<file path="config.mk">
export PLATFORM = sky130hd
export DESIGN_NAME = tick_and_supervisor_unit
export DESIGN_NICKNAME = d
export VERILOG_FILES = /design/src/common/tick_supervisor_pkg.sv /design/src/verilog/slow_prescaler.sv /design/src/verilog/tick_and_supervisor_unit.sv
export VERILOG_INCLUDE_DIRS = /design/src /design/src/common
export SDC_FILE = /design/constraint.sdc
export NUM_CORES = 1
export LEC_CHECK = 0
export ABC_CLOCK_PERIOD_IN_PS = 3460
export BUFFER_PORTS_ARGS = -buffer_cell sky130_fd_sc_hd__buf_4
export CORE_ASPECT_RATIO = 0.6
export CORE_MARGIN = 2
export CORE_UTILIZATION = 35
export DETAILED_ROUTE_END_ITERATION = 10
export PLACE_DENSITY = 0.6
export SYNTH_ARGS = -nofsm -noshare
export SYNTH_HDL_FRONTEND = slang
export SYNTH_HIERARCHICAL = 1
export SYNTH_SLANG_ARGS = --single-unit
</file>
<file path="constraint.sdc">
create_clock -name core_clk -period 3.46 [get_ports core_clk]
set_input_delay 0.173 -clock core_clk [delete_from_list [all_inputs] [get_ports core_clk]]
set_output_delay 0.173 -clock core_clk [all_outputs]
set_load 0.1 [all_outputs]
</file>
<file path="src/common/tick_supervisor_consts.svh">
/*
  Holds the register offsets, field positions, reset values and key constant of the
  tick timer and supervisor unit.
  Assumes that it is included by its bare name and holds definitions only.
*/
`ifndef TICK_SUPERVISOR_CONSTS_SVH
`define TICK_SUPERVISOR_CONSTS_SVH

// --------------------------------------------------------------------------
// Register offsets (word index on the plain register port)
// --------------------------------------------------------------------------
`define TS_ADDR_CONFIG 3'h0
`define TS_ADDR_PRESCALER 3'h1
`define TS_ADDR_PRESET 3'h2
`define TS_ADDR_CSR 3'h3
`define TS_ADDR_COUNT 3'h4
`define TS_ADDR_KEY 3'h5

// --------------------------------------------------------------------------
// Field positions
// --------------------------------------------------------------------------
`define TS_CFG_LOCK_CFG 0
`define TS_CFG_LOCK_PRE 1
`define TS_CFG_LOCK_TICK 2
`define TS_CFG_LOCK_CNT 3
`define TS_CFG_CLK_SEL 4
`define TS_CFG_KEY_EN 5
`define TS_CSR_RESTART 0
`define TS_CSR_TC 1

// --------------------------------------------------------------------------
// Masks, reset values and constants
// --------------------------------------------------------------------------
`define TS_CFG_LOCK_MASK 8'h0f
`define TS_CFG_MASK 8'h3f
`define TS_CFG_RESET 8'h00
`define TS_DIV_RESET 3'h0
`define TS_DIV_MAX 3'h5
`define TS_PRESET_RESET 16'hffff
`define TS_COUNT_RESET 8'h0f
`define TS_KEY_VALUE 8'h5c
`define TS_TICK_ZERO 16'h0000
`define TS_TICK_ONE 16'h0001
`define TS_SUP_ONE 8'h01
`define TS_DIV_ZERO 5'h00
`define TS_DIV_ONE 5'h01

`endif

</file>
<file path="src/common/tick_supervisor_pkg.sv">
/*
  Holds the types shared by the tick timer and supervisor unit and its prescaler.
  Assumes the constants header is compiled alongside.
*/
`include "tick_supervisor_consts.svh"

package tick_supervisor_pkg;

  // --------------------------------------------------------------------------
  // Register port request
  // --------------------------------------------------------------------------
  typedef struct packed {
    logic wr;
    logic rd;
    logic [2:0] addr;
    logic [15:0] wdata;
  } reg_req_t;

  // Supervisor run state
  typedef enum logic {SUP_OFF, SUP_RUN} sup_state_t;

  // Terminal value of the prescale count for a divide exponent; reserved codes clamp
  function automatic logic [4:0] div_limit(input logic [2:0] exp_code);
    logic [2:0] e;
    e = (exp_code > `TS_DIV_MAX) ? `TS_DIV_MAX : exp_code;
    div_limit = 5'((`TS_DIV_ONE << e) - `TS_DIV_ONE);
  endfunction

endpackage

</file>
<file path="src/verilog/slow_prescaler.sv">
/*
  Detects rising edges of the slow input clock and divides them by a power of two.
  Assumes the slow clock is a level synchronous to core_clk and far slower than it.
*/
`timescale 1ns/100ps
`include "tick_supervisor_consts.svh"

module slow_prescaler (
  // Clock and reset
  input wire logic core_clk,
  input wire logic rst_n,
  // Slow clock and divide exponent
  input wire logic slow_clk_in,
  input wire logic [2:0] divide_exponent,
  // One core cycle pulse per prescaled rising edge
  output logic presc_rise
);

  logic slow_prev_ff;
  logic [4:0] div_cnt_ff;
  logic slow_rise;

  // ----------------------------------------------------------------------------
  // Edge detect and divide
  // ----------------------------------------------------------------------------
  assign slow_rise = slow_clk_in & ~slow_prev_ff;

  // Previous level of the slow clock
  always_ff @(posedge core_clk) begin
    if (!rst_n) begin
      slow_prev_ff <= 1'b0;
    end else begin
      slow_prev_ff <= slow_clk_in;
    end
  end

  // power of two
  // Counter wraps at the limit; a shrinking exponent may leave it high, which wraps once
  always_ff @(posedge core_clk) begin
    if (!rst_n) begin
      div_cnt_ff <= `TS_DIV_ZERO;
    end else if (slow_rise) begin
      if (div_cnt_ff >= tick_supervisor_pkg::div_limit(divide_exponent)) begin
        div_cnt_ff <= `TS_DIV_ZERO;
      end else begin
        div_cnt_ff <= 5'(div_cnt_ff + `TS_DIV_ONE);
      end
    end
  end

  assign presc_rise = slow_rise &&
    (div_cnt_ff >= tick_supervisor_pkg::div_limit(divide_exponent));

endmodule

</file>
<file path="src/verilog/tick_and_supervisor_unit.sv">
/*
  Tick timer with auto reload and an 8-bit supervisory counter with key service,
  early/late detection and sticky lock bits, reached over a plain register port.
  Assumes the slow clock and the hardware clock-select lines are synchronous to core_clk
  and that software keeps preset and divide values in their legal ranges.
*/
// Design decisions made here: strobed register access and the register addresses.
// How it works
// - 16-bit tick counter counts down on prescaled edges, reloads after zero.
// - Tick output high for one prescaled cycle while counter is zero.
// - New preset only used at the next reload.
// - Restart bit reloads counter on next prescaled edge, which clears it.
// - Terminal count flag set at zero, cleared on read, read-only.
// - Prescaler divides slow clock by two to the divide exponent.
// - Tick preset resets to all ones; software uses 0001h to FFFFh.
// - Supervisor counter is 8-bit, idle and silent until started.
// - Write to count or key register starts it; only reset stops.
// - Count register resets to 0Fh; writes load and restart countdown.
// - Key 5Ch restarts from stored count; other key raises error.
// - Key writes ignored while key service is disabled.
// - Reaching zero without service raises error.
// - Two services within one supervisor clock raise error.
// - Clock select picks tick or prescaled clock; hardware override wins.
// - Lock bits set by software, cleared by reset, block writes and reads.
// - Tick lock blocks preset and control writes and preset reads.
// - Config holds locks, clock select, key enable; resets to zero.
// - Counters keep running in idle; registers used only when active.
// - Writes may lag up to 3 slow cycles; software avoids idle then.
// - Clock source switch may gain or lose one supervisor count.
// - At divide zero a load may skip one count.
`timescale 1ns/100ps
`include "tick_supervisor_consts.svh"

module tick_and_supervisor_unit (
  // Clock and reset
  input wire logic core_clk,
  input wire logic rst_n,
  // Slow input clock and hardware clock-select override
  input wire logic slow_clk_in,
  input wire logic hw_sel_override,
  input wire logic hw_sel_prescaled,
  // Register port
  input wire tick_supervisor_pkg::reg_req_t bus_req,
  output logic [15:0] rdata,
  // Timing outputs
  output logic tick_output,
  output logic prescaled_clock,
  output logic supervisor_error
);

  // ----------------------------------------------------------------------------
  // Declarations
  // ----------------------------------------------------------------------------
  logic [7:0] config_ff;
  logic [2:0] div_ff;
  logic [15:0] preset_ff;
  logic [15:0] tick_count_ff;
  logic [15:0] nxt_tick_count;
  logic tick_out_ff;
  logic restart_ff;
  logic tc_ff;
  logic [7:0] reload_ff;
  logic [7:0] sup_count_ff;
  logic serviced_ff;
  logic error_ff;
  logic [15:0] rdata_ff;
  tick_supervisor_pkg::sup_state_t sup_state_ff;
  logic presc_rise;
  logic zero_evt;
  logic sup_edge;
  logic sup_sel;
  logic cfg_wr, pre_wr, preset_wr, csr_wr, count_wr, key_wr, key_ok;
  logic csr_rd, service, early_err, late_err, key_err;
  logic lock_cfg, lock_pre, lock_tick, lock_cnt, key_en;

  assign lock_cfg = config_ff[`TS_CFG_LOCK_CFG];
  assign lock_pre = config_ff[`TS_CFG_LOCK_PRE];
  assign lock_tick = config_ff[`TS_CFG_LOCK_TICK];
  assign lock_cnt = config_ff[`TS_CFG_LOCK_CNT];
  assign key_en = config_ff[`TS_CFG_KEY_EN];

  // ----------------------------------------------------------------------------
  // Write decode
  // ----------------------------------------------------------------------------
  // immediate writes
  // Writes land at the next core edge, well inside the allowed slow-cycle lag
  // lock gating
  // Locked registers simply drop writes; no error is reported to software
  assign cfg_wr = bus_req.wr && (bus_req.addr == `TS_ADDR_CONFIG) && !lock_cfg;
  assign pre_wr = bus_req.wr && (bus_req.addr == `TS_ADDR_PRESCALER) && !lock_pre;
  assign preset_wr = bus_req.wr && (bus_req.addr == `TS_ADDR_PRESET) && !lock_tick;
  assign csr_wr = bus_req.wr && (bus_req.addr == `TS_ADDR_CSR) && !lock_tick;
  assign count_wr = bus_req.wr && (bus_req.addr == `TS_ADDR_COUNT) && !lock_cnt;
  assign key_wr = bus_req.wr && (bus_req.addr == `TS_ADDR_KEY) && key_en;
  assign key_ok = key_wr && (bus_req.wdata[7:0] == `TS_KEY_VALUE);
  assign csr_rd = bus_req.rd && (bus_req.addr == `TS_ADDR_CSR);

  // ----------------------------------------------------------------------------
  // Configuration and prescaler registers
  // ----------------------------------------------------------------------------
  // config reset
  // Lock bits only ever accumulate, so a later write cannot unlock anything
  always_ff @(posedge core_clk) begin
    if (!rst_n) begin
      config_ff <= `TS_CFG_RESET;
    end else if (cfg_wr) begin
      config_ff <= (bus_req.wdata[7:0] & `TS_CFG_MASK) | (config_ff & `TS_CFG_LOCK_MASK);
    end
  end

  always_ff @(posedge core_clk) begin
    if (!rst_n) begin
      div_ff <= `TS_DIV_RESET;
    end else if (pre_wr) begin
      div_ff <= bus_req.wdata[2:0];
    end
  end

  // always counting
  // Prescaler runs regardless of idle state; there is no gating input
  slow_prescaler slow_prescaler_inst (
    .core_clk(core_clk),
    .rst_n(rst_n),
    .slow_clk_in(slow_clk_in),
    .divide_exponent(div_ff),
    .presc_rise(presc_rise)
  );

  // ----------------------------------------------------------------------------
  // Tick timer
  // ----------------------------------------------------------------------------
  // preset reset
  always_ff @(posedge core_clk) begin
    if (!rst_n) begin
      preset_ff <= `TS_PRESET_RESET;
    end else if (preset_wr) begin
      preset_ff <= bus_req.wdata;
    end
  end

  always_comb begin
    if (restart_ff || (tick_count_ff == `TS_TICK_ZERO)) begin
      nxt_tick_count = preset_ff;
    end else begin
      nxt_tick_count = 16'(tick_count_ff - `TS_TICK_ONE);
    end
  end

  assign zero_evt = presc_rise && (nxt_tick_count == `TS_TICK_ZERO);

  // Counter and tick level advance together on the prescaled edge
  always_ff @(posedge core_clk) begin
    if (!rst_n) begin
      tick_count_ff <= `TS_PRESET_RESET;
      tick_out_ff <= 1'b0;
    end else if (presc_rise) begin
      tick_count_ff <= nxt_tick_count;
      tick_out_ff <= (nxt_tick_count == `TS_TICK_ZERO);
    end
  end

  // restart bit
  // A write landing on the clearing edge wins, so the request is never lost
  always_ff @(posedge core_clk) begin
    if (!rst_n) begin
      restart_ff <= 1'b0;
    end else if (csr_wr && bus_req.wdata[`TS_CSR_RESTART]) begin
      restart_ff <= 1'b1;
    end else if (presc_rise) begin
      restart_ff <= 1'b0;
    end
  end

  // terminal count
  // Set beats the read clear in the same cycle
  always_ff @(posedge core_clk) begin
    if (!rst_n) begin
      tc_ff <= 1'b0;
    end else if (zero_evt) begin
      tc_ff <= 1'b1;
    end else if (csr_rd) begin
      tc_ff <= 1'b0;
    end
  end

  // ----------------------------------------------------------------------------
  // Supervisor
  // ----------------------------------------------------------------------------
  // clock select
  // source switch
  // Switching mid-period just changes which edge is counted next, off by one at most
  assign sup_sel = hw_sel_override ? hw_sel_prescaled : config_ff[`TS_CFG_CLK_SEL];
  assign sup_edge = sup_sel ? presc_rise : zero_evt;

  assign service = count_wr || key_ok;
  assign early_err = service && serviced_ff;
  assign late_err = (sup_state_ff == tick_supervisor_pkg::SUP_RUN) && sup_edge &&
    !service && (sup_count_ff <= `TS_SUP_ONE);
  assign key_err = key_wr && !key_ok;

  always_ff @(posedge core_clk) begin
    if (!rst_n) begin
      sup_state_ff <= tick_supervisor_pkg::SUP_OFF;
    end else if (count_wr || key_wr) begin
      sup_state_ff <= tick_supervisor_pkg::SUP_RUN;
    end
  end

  always_ff @(posedge core_clk) begin
    if (!rst_n) begin
      reload_ff <= `TS_COUNT_RESET;
    end else if (count_wr) begin
      reload_ff <= bus_req.wdata[7:0];
    end
  end

  // load on edge
  // A load in the same cycle as an edge takes the load, so that edge is not counted
  always_ff @(posedge core_clk) begin
    if (!rst_n) begin
      sup_count_ff <= `TS_COUNT_RESET;
    end else if (count_wr) begin
      sup_count_ff <= bus_req.wdata[7:0];
    end else if (key_ok) begin
      sup_count_ff <= reload_ff;
    end else if ((sup_state_ff == tick_supervisor_pkg::SUP_RUN) && sup_edge) begin
      // After a late error the countdown restarts from the stored count
      sup_count_ff <= late_err ? reload_ff : 8'(sup_count_ff - `TS_SUP_ONE);
    end
  end

  // Marks a service seen since the last supervisor edge; service beats the edge
  always_ff @(posedge core_clk) begin
    if (!rst_n) begin
      serviced_ff <= 1'b0;
    end else if (service) begin
      serviced_ff <= 1'b1;
    end else if (sup_edge) begin
      serviced_ff <= 1'b0;
    end
  end

  always_ff @(posedge core_clk) begin
    if (!rst_n) begin
      error_ff <= 1'b0;
    end else begin
      error_ff <= early_err || late_err || key_err;
    end
  end

  // ----------------------------------------------------------------------------
  // Read path
  // ----------------------------------------------------------------------------
  // locked reads
  // Locked and write-only registers read zero, a safe form of undefined data
  always_ff @(posedge core_clk) begin
    if (!rst_n || !bus_req.rd) begin
      rdata_ff <= 16'h0000;
    end else begin
      unique case (bus_req.addr)
        `TS_ADDR_CONFIG: rdata_ff <= lock_cfg ? 16'h0000 : {8'h00, config_ff};
        `TS_ADDR_PRESCALER: rdata_ff <= lock_pre ? 16'h0000 : {13'h0000, div_ff};
        `TS_ADDR_PRESET: rdata_ff <= lock_tick ? 16'h0000 : preset_ff;
        `TS_ADDR_CSR: rdata_ff <= {14'h0000, tc_ff, restart_ff};
        default: rdata_ff <= 16'h0000;
      endcase
    end
  end

  assign rdata = rdata_ff;
  assign tick_output = tick_out_ff;
  assign prescaled_clock = presc_rise;
  assign supervisor_error = error_ff;
endmodule

</file>
## Word-level counts from Yosys, hierarchy flattened

Cells that the tools add are included.

- Bits in registers: 87
- Bits of input ports: 26
- Output and inout port bits: 19
- Logic and storage cells: 94

- Eq/ne operators: 6
- Shifts and indexed selects: 1
- $lt $le $gt $ge: 3
- Add/subtract/negate cells: 4
- Reductions and logical operators: 43
- Multiplexer cells: 19
- Bitwise gates (word level): 3

Operators with widths:

| operator | count |
|---|---|
| $pmux 16 s4 | 1 |
| $mux 8 | 5 |
| $logic_not 16->1 | 2 |
| $mux 16 | 2 |
| $logic_and 1x1->1 | 22 |
| $sub 16x1->16 const B | 1 |
| $eq 8x7->1 const B | 1 |
| $le 8x1->1 const B | 1 |
| $logic_not 1->1 | 8 |
| $mux 1 | 8 |
| $sub 8x1->8 const B | 1 |
| $eq 3x2->1 const B | 2 |
| $eq 3x3->1 const B | 2 |
| $logic_or 1x1->1 | 6 |
| $mux 3 | 2 |
| $or 6x4->6 | 1 |
| $reduce_bool 2->1 | 3 |
| $add 5x1->5 const B | 1 |
| $ge 5x5->1 | 1 |
| $mux 5 | 1 |
| $shl 1x3->5 const A | 1 |
| $sub 5x1->5 const B | 1 |
| $eq 3x1->1 const B | 1 |
| $gt 3x3->1 const B | 1 |
| other kinds (4) | 4 |

## Logic depth before layout (Yosys ltp)

Gate-level depths: netlist of run 1.

- Depth after elaboration: 15
- Gate-level depth with buffers: 16
- Mapped depth without buffers: 15

## Modules after synthesis

The synthesis of run 1 kept the hierarchy.

Modules (own cells, without submodules):

| module | cells an instance | instances | area each (µm²) |
|---|---|---|---|
| tick_and_supervisor_unit | 478 | 1 | 3829.9 |
| slow_prescaler | 57 | 1 | 465.4 |

## Least setup slack after synthesis of run 1

OpenSTA, ideal clock, no wires.

- Path kind: register to register
- Start point: reg div_ff[0]
- End point: reg sup_count_ff[0]
- Arrival: 5074 ps
- Stages on the path, launching flop included: 16
- Required time: 3332 ps
- Setup time: 128 ps
- Period minus slack after synthesis: 5201 ps
- Buffers on the path: 1
- Path slack: -1741 ps
- Path through: dfxtp_1 or3_1 ha_1 xnor2_1 ha_1 a21o_1 a31oi_4 o21a_1 nor2_1 clkinv_1 a2111oi_4 a21oi_2 o31a_1 buf_6 mux2_1 a2bb2oi_1

- Longest elaborated chain between the ends: 15
- Elaborated cells between the ends (all ways): 16
- Classes of those cells: 1 x add/sub; 2 x order compare; 1 x shift; 6 x mux; 6 x reduce/logical

RTL lines:

| what | line | RTL |
|---|---|---|
| start: declaration | tick_and_supervisor_unit.sv:55 | `logic [2:0] div_ff;` |
| start signal: assignment | tick_and_supervisor_unit.sv:113 | `` div_ff <= `TS_DIV_RESET; `` |
| start signal: assignment | tick_and_supervisor_unit.sv:115 | `div_ff <= bus_req.wdata[2:0];` |
| $gt 3x3->1 (no source line) | -- |  |
| $mux 3 * | tick_supervisor_pkg.sv:25 | `` e = (exp_code > `TS_DIV_MAX) ? `TS_DIV_MAX : exp_code; `` |
| $shl 1x3->5 (no source line) * | -- |  |
| $sub 5x1->5 (no source line) * | -- |  |
| $ge 5x5->1 * | slow_prescaler.sv:52 | `(div_cnt_ff >= tick_supervisor_pkg::div_limit(divide_exponent));` |
| $logic_and 1x1->1 * | slow_prescaler.sv:51 | `assign presc_rise = slow_rise &&` |
| via prescaled_clock | tick_and_supervisor_unit.sv:47 | `output logic prescaled_clock,` |
| $logic_and 1x1->1 | tick_and_supervisor_unit.sv:149 | `` assign zero_evt = presc_rise && (nxt_tick_count == `TS_TICK_ZERO); `` |
| $mux 1 * | tick_and_supervisor_unit.sv:193 | `assign sup_edge = sup_sel ? presc_rise : zero_evt;` |
| $logic_and 1x1->1 * | tick_and_supervisor_unit.sv:197, tick_and_supervisor_unit.sv:226 |  |
| $logic_and 1x1->1 (2 in series) | tick_and_supervisor_unit.sv:197 | `assign late_err = (sup_state_ff == tick_supervisor_pkg::SUP_RUN) && sup_edge &&` |
| $mux 8 | tick_and_supervisor_unit.sv:228 | `` sup_count_ff <= late_err ? reload_ff : 8'(sup_count_ff - `TS_SUP_ONE); `` |
| $mux 8 | tick_and_supervisor_unit.sv:226 | `end else if ((sup_state_ff == tick_supervisor_pkg::SUP_RUN) && sup_edge) begin` |
| $mux 8 | tick_and_supervisor_unit.sv:224 | `end else if (key_ok) begin` |
| $mux 8 | tick_and_supervisor_unit.sv:222 | `end else if (count_wr) begin` |
| end signal: assignment | tick_and_supervisor_unit.sv:223 | `sup_count_ff <= bus_req.wdata[7:0];` |
| end signal: assignment | tick_and_supervisor_unit.sv:225 | `sup_count_ff <= reload_ff;` |
| end signal: assignment | tick_and_supervisor_unit.sv:228 |  |
| end: declaration | tick_and_supervisor_unit.sv:63 | `logic [7:0] sup_count_ff;` |

The timed path passes the listed nets; every way through them passes the cells marked *. The select of a mux whose other input is x is not followed.
A chain may end at the register's enable or synchronous reset.

## Final worst setup path of run 1

- Start point: reg div_ff[2]
- End point: reg sup_count_ff[1]

- Longest elaborated chain between the ends: 15
- Elaborated cells between the ends (all ways): 16
- Classes of those cells: 1 x add/sub; 2 x order compare; 1 x shift; 6 x mux; 6 x reduce/logical

RTL lines:

| what | line |
|---|---|
| $gt 3x3->1 (no source line) | -- |
| $mux 3 * | tick_supervisor_pkg.sv:25 |
| $shl 1x3->5 (no source line) * | -- |
| $sub 5x1->5 (no source line) * | -- |
| $ge 5x5->1 * | slow_prescaler.sv:52 |
| $logic_and 1x1->1 * | slow_prescaler.sv:51 |
| $logic_and 1x1->1 | tick_and_supervisor_unit.sv:149 |
| $mux 1 * | tick_and_supervisor_unit.sv:193 |
| $logic_and 1x1->1 * | tick_and_supervisor_unit.sv:197, tick_and_supervisor_unit.sv:226 |
| $logic_and 1x1->1 (2 in series) | tick_and_supervisor_unit.sv:197 |
| $mux 8 | tick_and_supervisor_unit.sv:228 |
| $mux 8 | tick_and_supervisor_unit.sv:226 |
| $mux 8 | tick_and_supervisor_unit.sv:224 |
| $mux 8 | tick_and_supervisor_unit.sv:222 |

Mark *: on every way between the ends. The rest lies on a longest branch, timed or not. The select of a mux whose other input is x is not followed.

==> metrics.yaml, run 1 <==
status:
  status: "finished clean"
synth:
  synthTopCellsByCount: "nand2_1, dfxtp_1, nor2_1, o21ai_0, nand3_1"
  synth_nets: 571
  synth_top_area_share: 0.396
  async_flop_share: 0
  synth_area_leaders: "dfxtp_1, nand2_1, o21ai_0, nand3_1, nor2_1"
  synth_cell_types: 64
  syn_area_um2: 4300
  ys.warnings.count: 6
  ys.flop_type: "dfxtp_1"
  synth_top_area_cell: "dfxtp_1"
  syn_area_per_cell_um2: 8.03
  ys_ff_latch: 85
  yosysMostFrequentCell: "nand2_1"
  synth_seq_area_share: 0.396
  synth_cells: 535
  synth_edf_count: 0
setup_path:
  crit_arrival_ns: 3.52
  path_delay_family: "compound AO/OA/AOI/OAI gates"
  end_kind: "register"
  critical_path.cell_chain: "or3_4 > ha_4 > xnor2_2 > ha_1 > a21o_1 > a31oi_4 > o21a_1 > nor2_4 > clkinv_4 > buf_8 > nor2_2 > a21oi_2 > o31a_1 > buf_6 > mux2i_2 > a41oi_2"
  worst_ep_required_time_ns: 3.65
  crit_slowest_cell: "or3_4"
  critical_path_class: "reg -> reg"
  critPathLaunchType: "register"
  cp.buffers_inverters: 3
  slowest_delay_ns: 0.40
  cp_max_fo: 5
clock_network:
  cts_buffers: 9
  clkLatencyLatePin_ns: 0.35
  clock_path_buffers: 2
  clockRootBuffer: "clkbuf_16"
  clk_pin_slew_ns: 0.07
  cts_hold_buf: 0
  cts_htree_levels: 3
  cts_tree: "yes"
  cts_sinks: 85
timing:
  fin_setup_tns_ns: 0
  min_period_over_period: 0.962
  fin_ws_ns: 0.132
  drv_slew: 0
  worstMarginPinSlew_ns: 1.11
  hold_violations: 0
  rsz0062_at_grt: "true"
  whs_ns: 0.0280
  slew_headroom: 0.250
  fmax_mhz: 300
  fin_worst_skew_ns: 0.00966
  fin_crit_ns: 3.33
  setup_viol: 0
run:
  drv_cap: 0
place:
  place_congestion: 0.946
  dpl_worst_slack_ns: -0.0292
  hpwlAfterDp_um: 9130
  port-buffer-count: 44
  dp_cells: 738
finish:
  post_route_cells_drive_above_1_share: 0.183
  finalNonFillerCells: 760
  final_core_utilization: 0.443
  insertedDiodeCount: 0
  fin_nets: 627
  regArea_um2: 1700
  multi_input_area_um2: 2500
  area_growth_syn_to_layout_pct: 23.9
  nFillCells: 1202
global_route:
  antenna_found_initial: 0
  grt_max_degree: 74
  grt_pass1_wl_um: 20700
  gr-total-overflow: 0
  grt_pass1_vias: 3891
  groute.usage.overall: 0.198
route:
  wl_um: 12900
  drtIter0Drc: 346
  routed_via_density: 5.52
  dr.pass1.iters: 5
  drtAntennaViolNets: 0
  vias: 4193
  drc: 0
  wl_per_cell_um: 17.0
floorplan:
  initial_core_util: 0.357
  die_h_um: 89.8
  fp.dieW_um: 147
  core-area_um2: 12000
  ios: 45
  row_count: 31
  die_area_um2: 13200
pwr:
  power_density_nw_per_um2: 426
  p_leak_nw: 2.01
  peakVddDrop_mv: 0.251
min_path:
  hold_class: "in -> reg"
-- through the flow --
| step | area, µm² | power (mW) |
|---|---|---|
| final | 5320 | 2.27 |
| after global routing | 5320 | 2.34 |
| after CTS | 5240 | 2.27 |
| after detailed placement | 4930 | 1.28 |
| after global placement | 4930 | 1.28 |
| after floorplan | 4330 | 1.19 |
-- worst paths after layout --
kind / startpoint / end / slack, ns / cells past startpoint
max: div_ff[2]$_SDFFE_PN0P_ / sup_count_ff[1]$_SDFFE_PN1P_ / 0.13 / 16
min: bus_req[9] / preset_ff[9]$_SDFFE_PN1P_ / 0.03 / 3
max reg2reg: div_ff[2]$_SDFFE_PN0P_ / sup_count_ff[1]$_SDFFE_PN1P_ / 0.13 / 16
min reg2reg: serviced_ff$_SDFFE_PN0P_ / serviced_ff$_SDFFE_PN0P_ / 0.47 / 2
-- repair_timing --
action | 4_1_cts | 5_1_grt
pin swaps | 4 | 11
buffers inserted | 2 | 5
resized for setup | 0 | 10
setup endpoints to repair | 5 | 8
-- sequential cells by signal (all words and copies together), names as in the netlist, 3 cells and up --
name,flops
config_ff,6
div_ff,3
reload_ff,8
tick_count_ff,16
preset_ff,16
sup_count_ff,8
slow_prescaler_inst/div_cnt_ff,5
rdata,16
-- layout by cell type (no fill, tap or decap), drive strengths merged, types with 4 or more instances in the layout --
master	synthesis	layout
a21oi	19	19
nand2	91	91
nor4b	5	5
inv	11	13
dfxtp	85	85
nor3b	6	6
buf	6	74
or4	6	6
nor2	39	39
nand3	30	30
and2	15	15
ha	10	10
nor2b	8	8
and3	6	6
or3	4	4
o21ai	40	40
nor3	15	15
mux2i	7	7
xnor2	6	6
a31oi	8	8
nand3b	4	4
a22oi	6	6
nor4	12	12
a21boi	12	12
nand2b	4	4
clkbuf	23	9
o211ai	12	12
-- routing by layer --
| metal | vias to the layer above | GRT usage | part of all wire | wire, µm |
|---|---|---|---|---|
| met3 | 15 | 0.0523 | 0.074 | 954 |
| met5 | - | 0 | 0 | 0 |
| li1 | 2037 | - | - | - |
| met4 | 0 | 0.0593 | 0.013 | 174 |
| met1 | 1987 | 0.314 | 0.53 | 6810 |
| met2 | 154 | 0.252 | 0.38 | 4950 |
-- logic make-up (layout without fill, tap and decap cells) --
family                   after synthesis  after routing  share of synthesized area
XOR/XNOR                               8              8                     0.0163
adder cells (fa/ha/maj)               10             10                     0.0291
AO/OA/AOI/OAI                        128            128                      0.204
flip-flops                            85             85                      0.396
AND/OR/NAND/NOR                      255            255                      0.297
multiplexers                           8              8                     0.0189
buffers and inverters                 41            101                     0.0387
-- power by group --
group	switching, mW	internal (mW)	total (mW)
logic	0.152	0.0953	0.247
registers	0.0264	1.00	1.03
clock network	0.429	0.562	0.991
-- cell type report --
cell class | instances | share of cell area
multi-input combinational | 409 | 0.469
sequential | 85 | 0.320
timing repair buffer | 74 | 0.106
clock buffer | 9 | 0.0423
tap | 165 | 0.0388
clock inverter | 6 | 0.0134
inverter | 12 | 0.00940
-- worst min-delay path: stages --
cell     delay (ns)
buf_4          0.08
nand2_1        0.04
nand3_1        0.06
(Power assumes the default switching activity.)
==> run 2: changes to the inputs <==
- PLACE_DENSITY: 0.6 -> unset
- PLACE_DENSITY_LB_ADDON: unset -> 0.1
==> run 2 against run 1 <==
Compared with the run above: clock power is 7% higher; via count is 2.4% lower; routed wire length is 0.97% lower; utilization is 0.29 points lower; sequential cell count stayed put; register-to-register slack better by 0.07 ns; clock skew is 0.0021 ns lower; highest routed layer unchanged; critical path depth is 5 lower.
==> metrics.yaml, run 2 (synthesis gave the netlist of run 1 again) <==
setup_path:
  critical_path_class: "reg -> reg"  # unchanged
  slowest_delay_ns: 0.54  # was 0.40 ns
  crit_slowest_cell: "or3b_2"  # was or3_4
  reg2reg_from: "tick_count_ff[0]$_SDFFE_PN1P_"  # was div_ff[2]$_SDFFE_PN0P_
  end_kind: "register"  # unchanged
  crit_arrival_ns: 3.52  # about the same
  startpoint: "tick_count_ff[0]$_SDFFE_PN1P_"  # was div_ff[2]$_SDFFE_PN0P_
  r2r_cells: 11  # was 16
  rrSetupSlack_ns: 0.21  # was 0.13 ns
  rr_endpoint: "sup_count_ff[3]$_SDFFE_PN1P_"  # was sup_count_ff[1]$_SDFFE_PN1P_
  path_delay_family: "compound AO/OA/AOI/OAI gates"  # unchanged
  critPathLaunchType: "register"  # unchanged
  cp_max_fo: 6  # was 5
  worst_ep_required_time_ns: 3.73  # was 3.65 ns
  critical_path.cell_chain: "inv_1 > ha_1 > or3b_2 > o41a_1 > o21ba_1 > a2111oi_4 > a21oi_2 > o31a_1 > buf_4 > and4b_1 > a211oi_2"  # was or3_4 > ha_4 > xnor2_2 > ha_1 > a21o_1 > a31oi_4 > o21a_1 > nor2_4 > clkinv_4 > buf_8 > nor2_2 > a21oi_2 > o31a_1 > buf_6 > mux2i_2 > a41oi_2
  cp.buffers_inverters: 2  # was 3
global_route:
  gr-total-overflow: 0  # unchanged
  grt_pass1_vias: 3934  # was 3891
  groute.usage.overall: 0.201  # was 0.198
  grt_max_degree: 74  # unchanged
  antenna_found_initial: 0  # unchanged
  grt_pass1_wl_um: 21100  # was 20700 µm
pwr:
  power_density_nw_per_um2: 440  # was 426 nW/µm²
  p_leak_nw: 2.01  # about the same
  power_mw: 2.33  # was 2.27 mW
  peakVddDrop_mv: 0.277  # was 0.251 mV
timing:
  slew_headroom: 0.234  # was 0.250
  fin_crit_ns: 3.25  # was 3.33 ns
  drv_slew: 0  # unchanged
  fin_worst_skew_ns: 0.00756  # was 0.00966 ns
  hold_violations: 0  # unchanged
  worstMarginPinSlew_ns: 1.13  # was 1.11 ns
  fin_setup_tns_ns: 0  # unchanged
  rsz0062_at_grt: "false"  # was true
  whs_ns: 0.0356  # was 0.0280 ns
  fin_ws_ns: 0.206  # was 0.132 ns
  fmax_mhz: 307  # was 300 MHz
  setup_viol: 0  # unchanged
  min_period_over_period: 0.940  # was 0.962
clock_network:
  post-cts-setup-buffers: 0  # was 2
  cts_htree_levels: 3  # unchanged
  cts_sinks: 85  # unchanged
  cts_tree: "yes"  # unchanged
  ctsResizeCount: 0  # unchanged
  clk_pin_slew_ns: 0.06  # was 0.07 ns
  clockRootBuffer: "clkbuf_16"  # unchanged
  cts_hold_buf: 0  # unchanged
  cts_buffers: 9  # unchanged
  clkLatencyLatePin_ns: 0.35  # about the same
  clock_path_buffers: 2  # unchanged
finish:
  area_growth_syn_to_layout_pct: 23.1  # was 23.9%
  insertedDiodeCount: 0  # unchanged
  post_route_cells_drive_above_1_share: 0.170  # was 0.183
  fin_nets: 625  # was 627
  final_cell_mix: "nand2_1, dfxtp_1, buf_4, o21ai_0, nor2_1"  # unchanged
  nFillCells: 1224  # was 1202
  final_common_cell: "nand2_1"  # unchanged
floorplan:
  die_area_um2: 13200  # unchanged
  die_h_um: 89.8  # unchanged
  fp.dieW_um: 147  # unchanged
  ios: 45  # unchanged
  core-area_um2: 12000  # unchanged
  initial_core_util: 0.357  # unchanged
  row_count: 31  # unchanged
route:
  routed_via_density: 5.40  # was 5.52
  drc: 0  # unchanged
  wl_per_cell_um: 16.8  # was 17.0 µm
  dr.pass1.iters: 5  # unchanged
  vias: 4091  # was 4193
  drtIter0Drc: 323  # was 346
  drtAntennaViolNets: 0  # unchanged
  wl_um: 12800  # was 12900 µm
place:
  hpwlAfterDp_um: 9190  # was 9130 µm
  dpl_worst_slack_ns: 0.0878  # was -0.0292 ns
  port-buffer-count: 44  # unchanged
  place_congestion: 0.896  # was 0.946
min_path:
  min_from: "bus_req[9]"  # unchanged
  holdPathStages: 3  # unchanged
  min_to: "preset_ff[9]$_SDFFE_PN1P_"  # unchanged
  hold_class: "in -> reg"  # unchanged
status:
  status: "finished clean"  # unchanged
run:
  drv_cap: 0  # unchanged
==> run 2: cell count changes in the layout (fill, tap and decap cells not counted), sizes merged <==
cell      before  now
buf           74   72
bufinv         1    2
clkinvlp       2    1
clkinv         2    3
clkbuf         9   10
inv           13   11
==> run 2: worst max path at each step <==
stage	slack, ns	end	cells past startpoint
after floorplan	-0.41	sup_count_ff[0]$_SDFFE_PN1P_	15
after CTS	0.09	sup_count_ff[3]$_SDFFE_PN1P_	15
after global routing	0.007	sup_count_ff[3]$_SDFFE_PN1P_	15
after global placement	0.15	sup_count_ff[3]$_SDFFE_PN1P_	15
after detailed placement	0.09	sup_count_ff[3]$_SDFFE_PN1P_	15
final	0.21	sup_count_ff[3]$_SDFFE_PN1P_	11
==> run 2: routing by layer <==
metal,GRT usage,vias up,part of all wire
met1,0.323,1934,0.55
met3,0.0462,12,0.055
met2,0.265,116,0.39
met4,0.0441,0,0.0081
li1,-,2029,-
met5,0,-,0
==> run 2: area by class of cell <==
cell class / count / area, µm² / share of cell area
multi-input combinational: 409 / 2460 / 0.466
sequential: 85 / 1700 / 0.322
timing repair buffer: 72 / 541 / 0.102
clock buffer: 10 / 239 / 0.0452
tap: 165 / 206 / 0.0390
clock inverter: 5 / 85.1 / 0.0161
inverter: 12 / 50.0 / 0.00947
==> run 2: metrics by stage <==
stage | instances | utilization | area [µm²]
floorplan | 535 | - | 4330
global placement | 743 | 0.413 | 4960
detailed placement | 743 | 0.413 | 4960
CTS | 758 | 0.440 | 5290
global route | 758 | 0.440 | 5290
finish | 758 | 0.440 | 5290
==> run 2: tightest hold or removal path: stages <==
cell and delay, ns:
buf_4 0.08, nand2_1 0.04, nand3_1 0.06
==> run 2: where the power goes <==
part | internal [mW] | switching, mW
Clock | 0.651 | 0.411
Combinational | 0.0879 | 0.148
Sequential | 1.00 | 0.0264
Total | 1.74 | 0.586
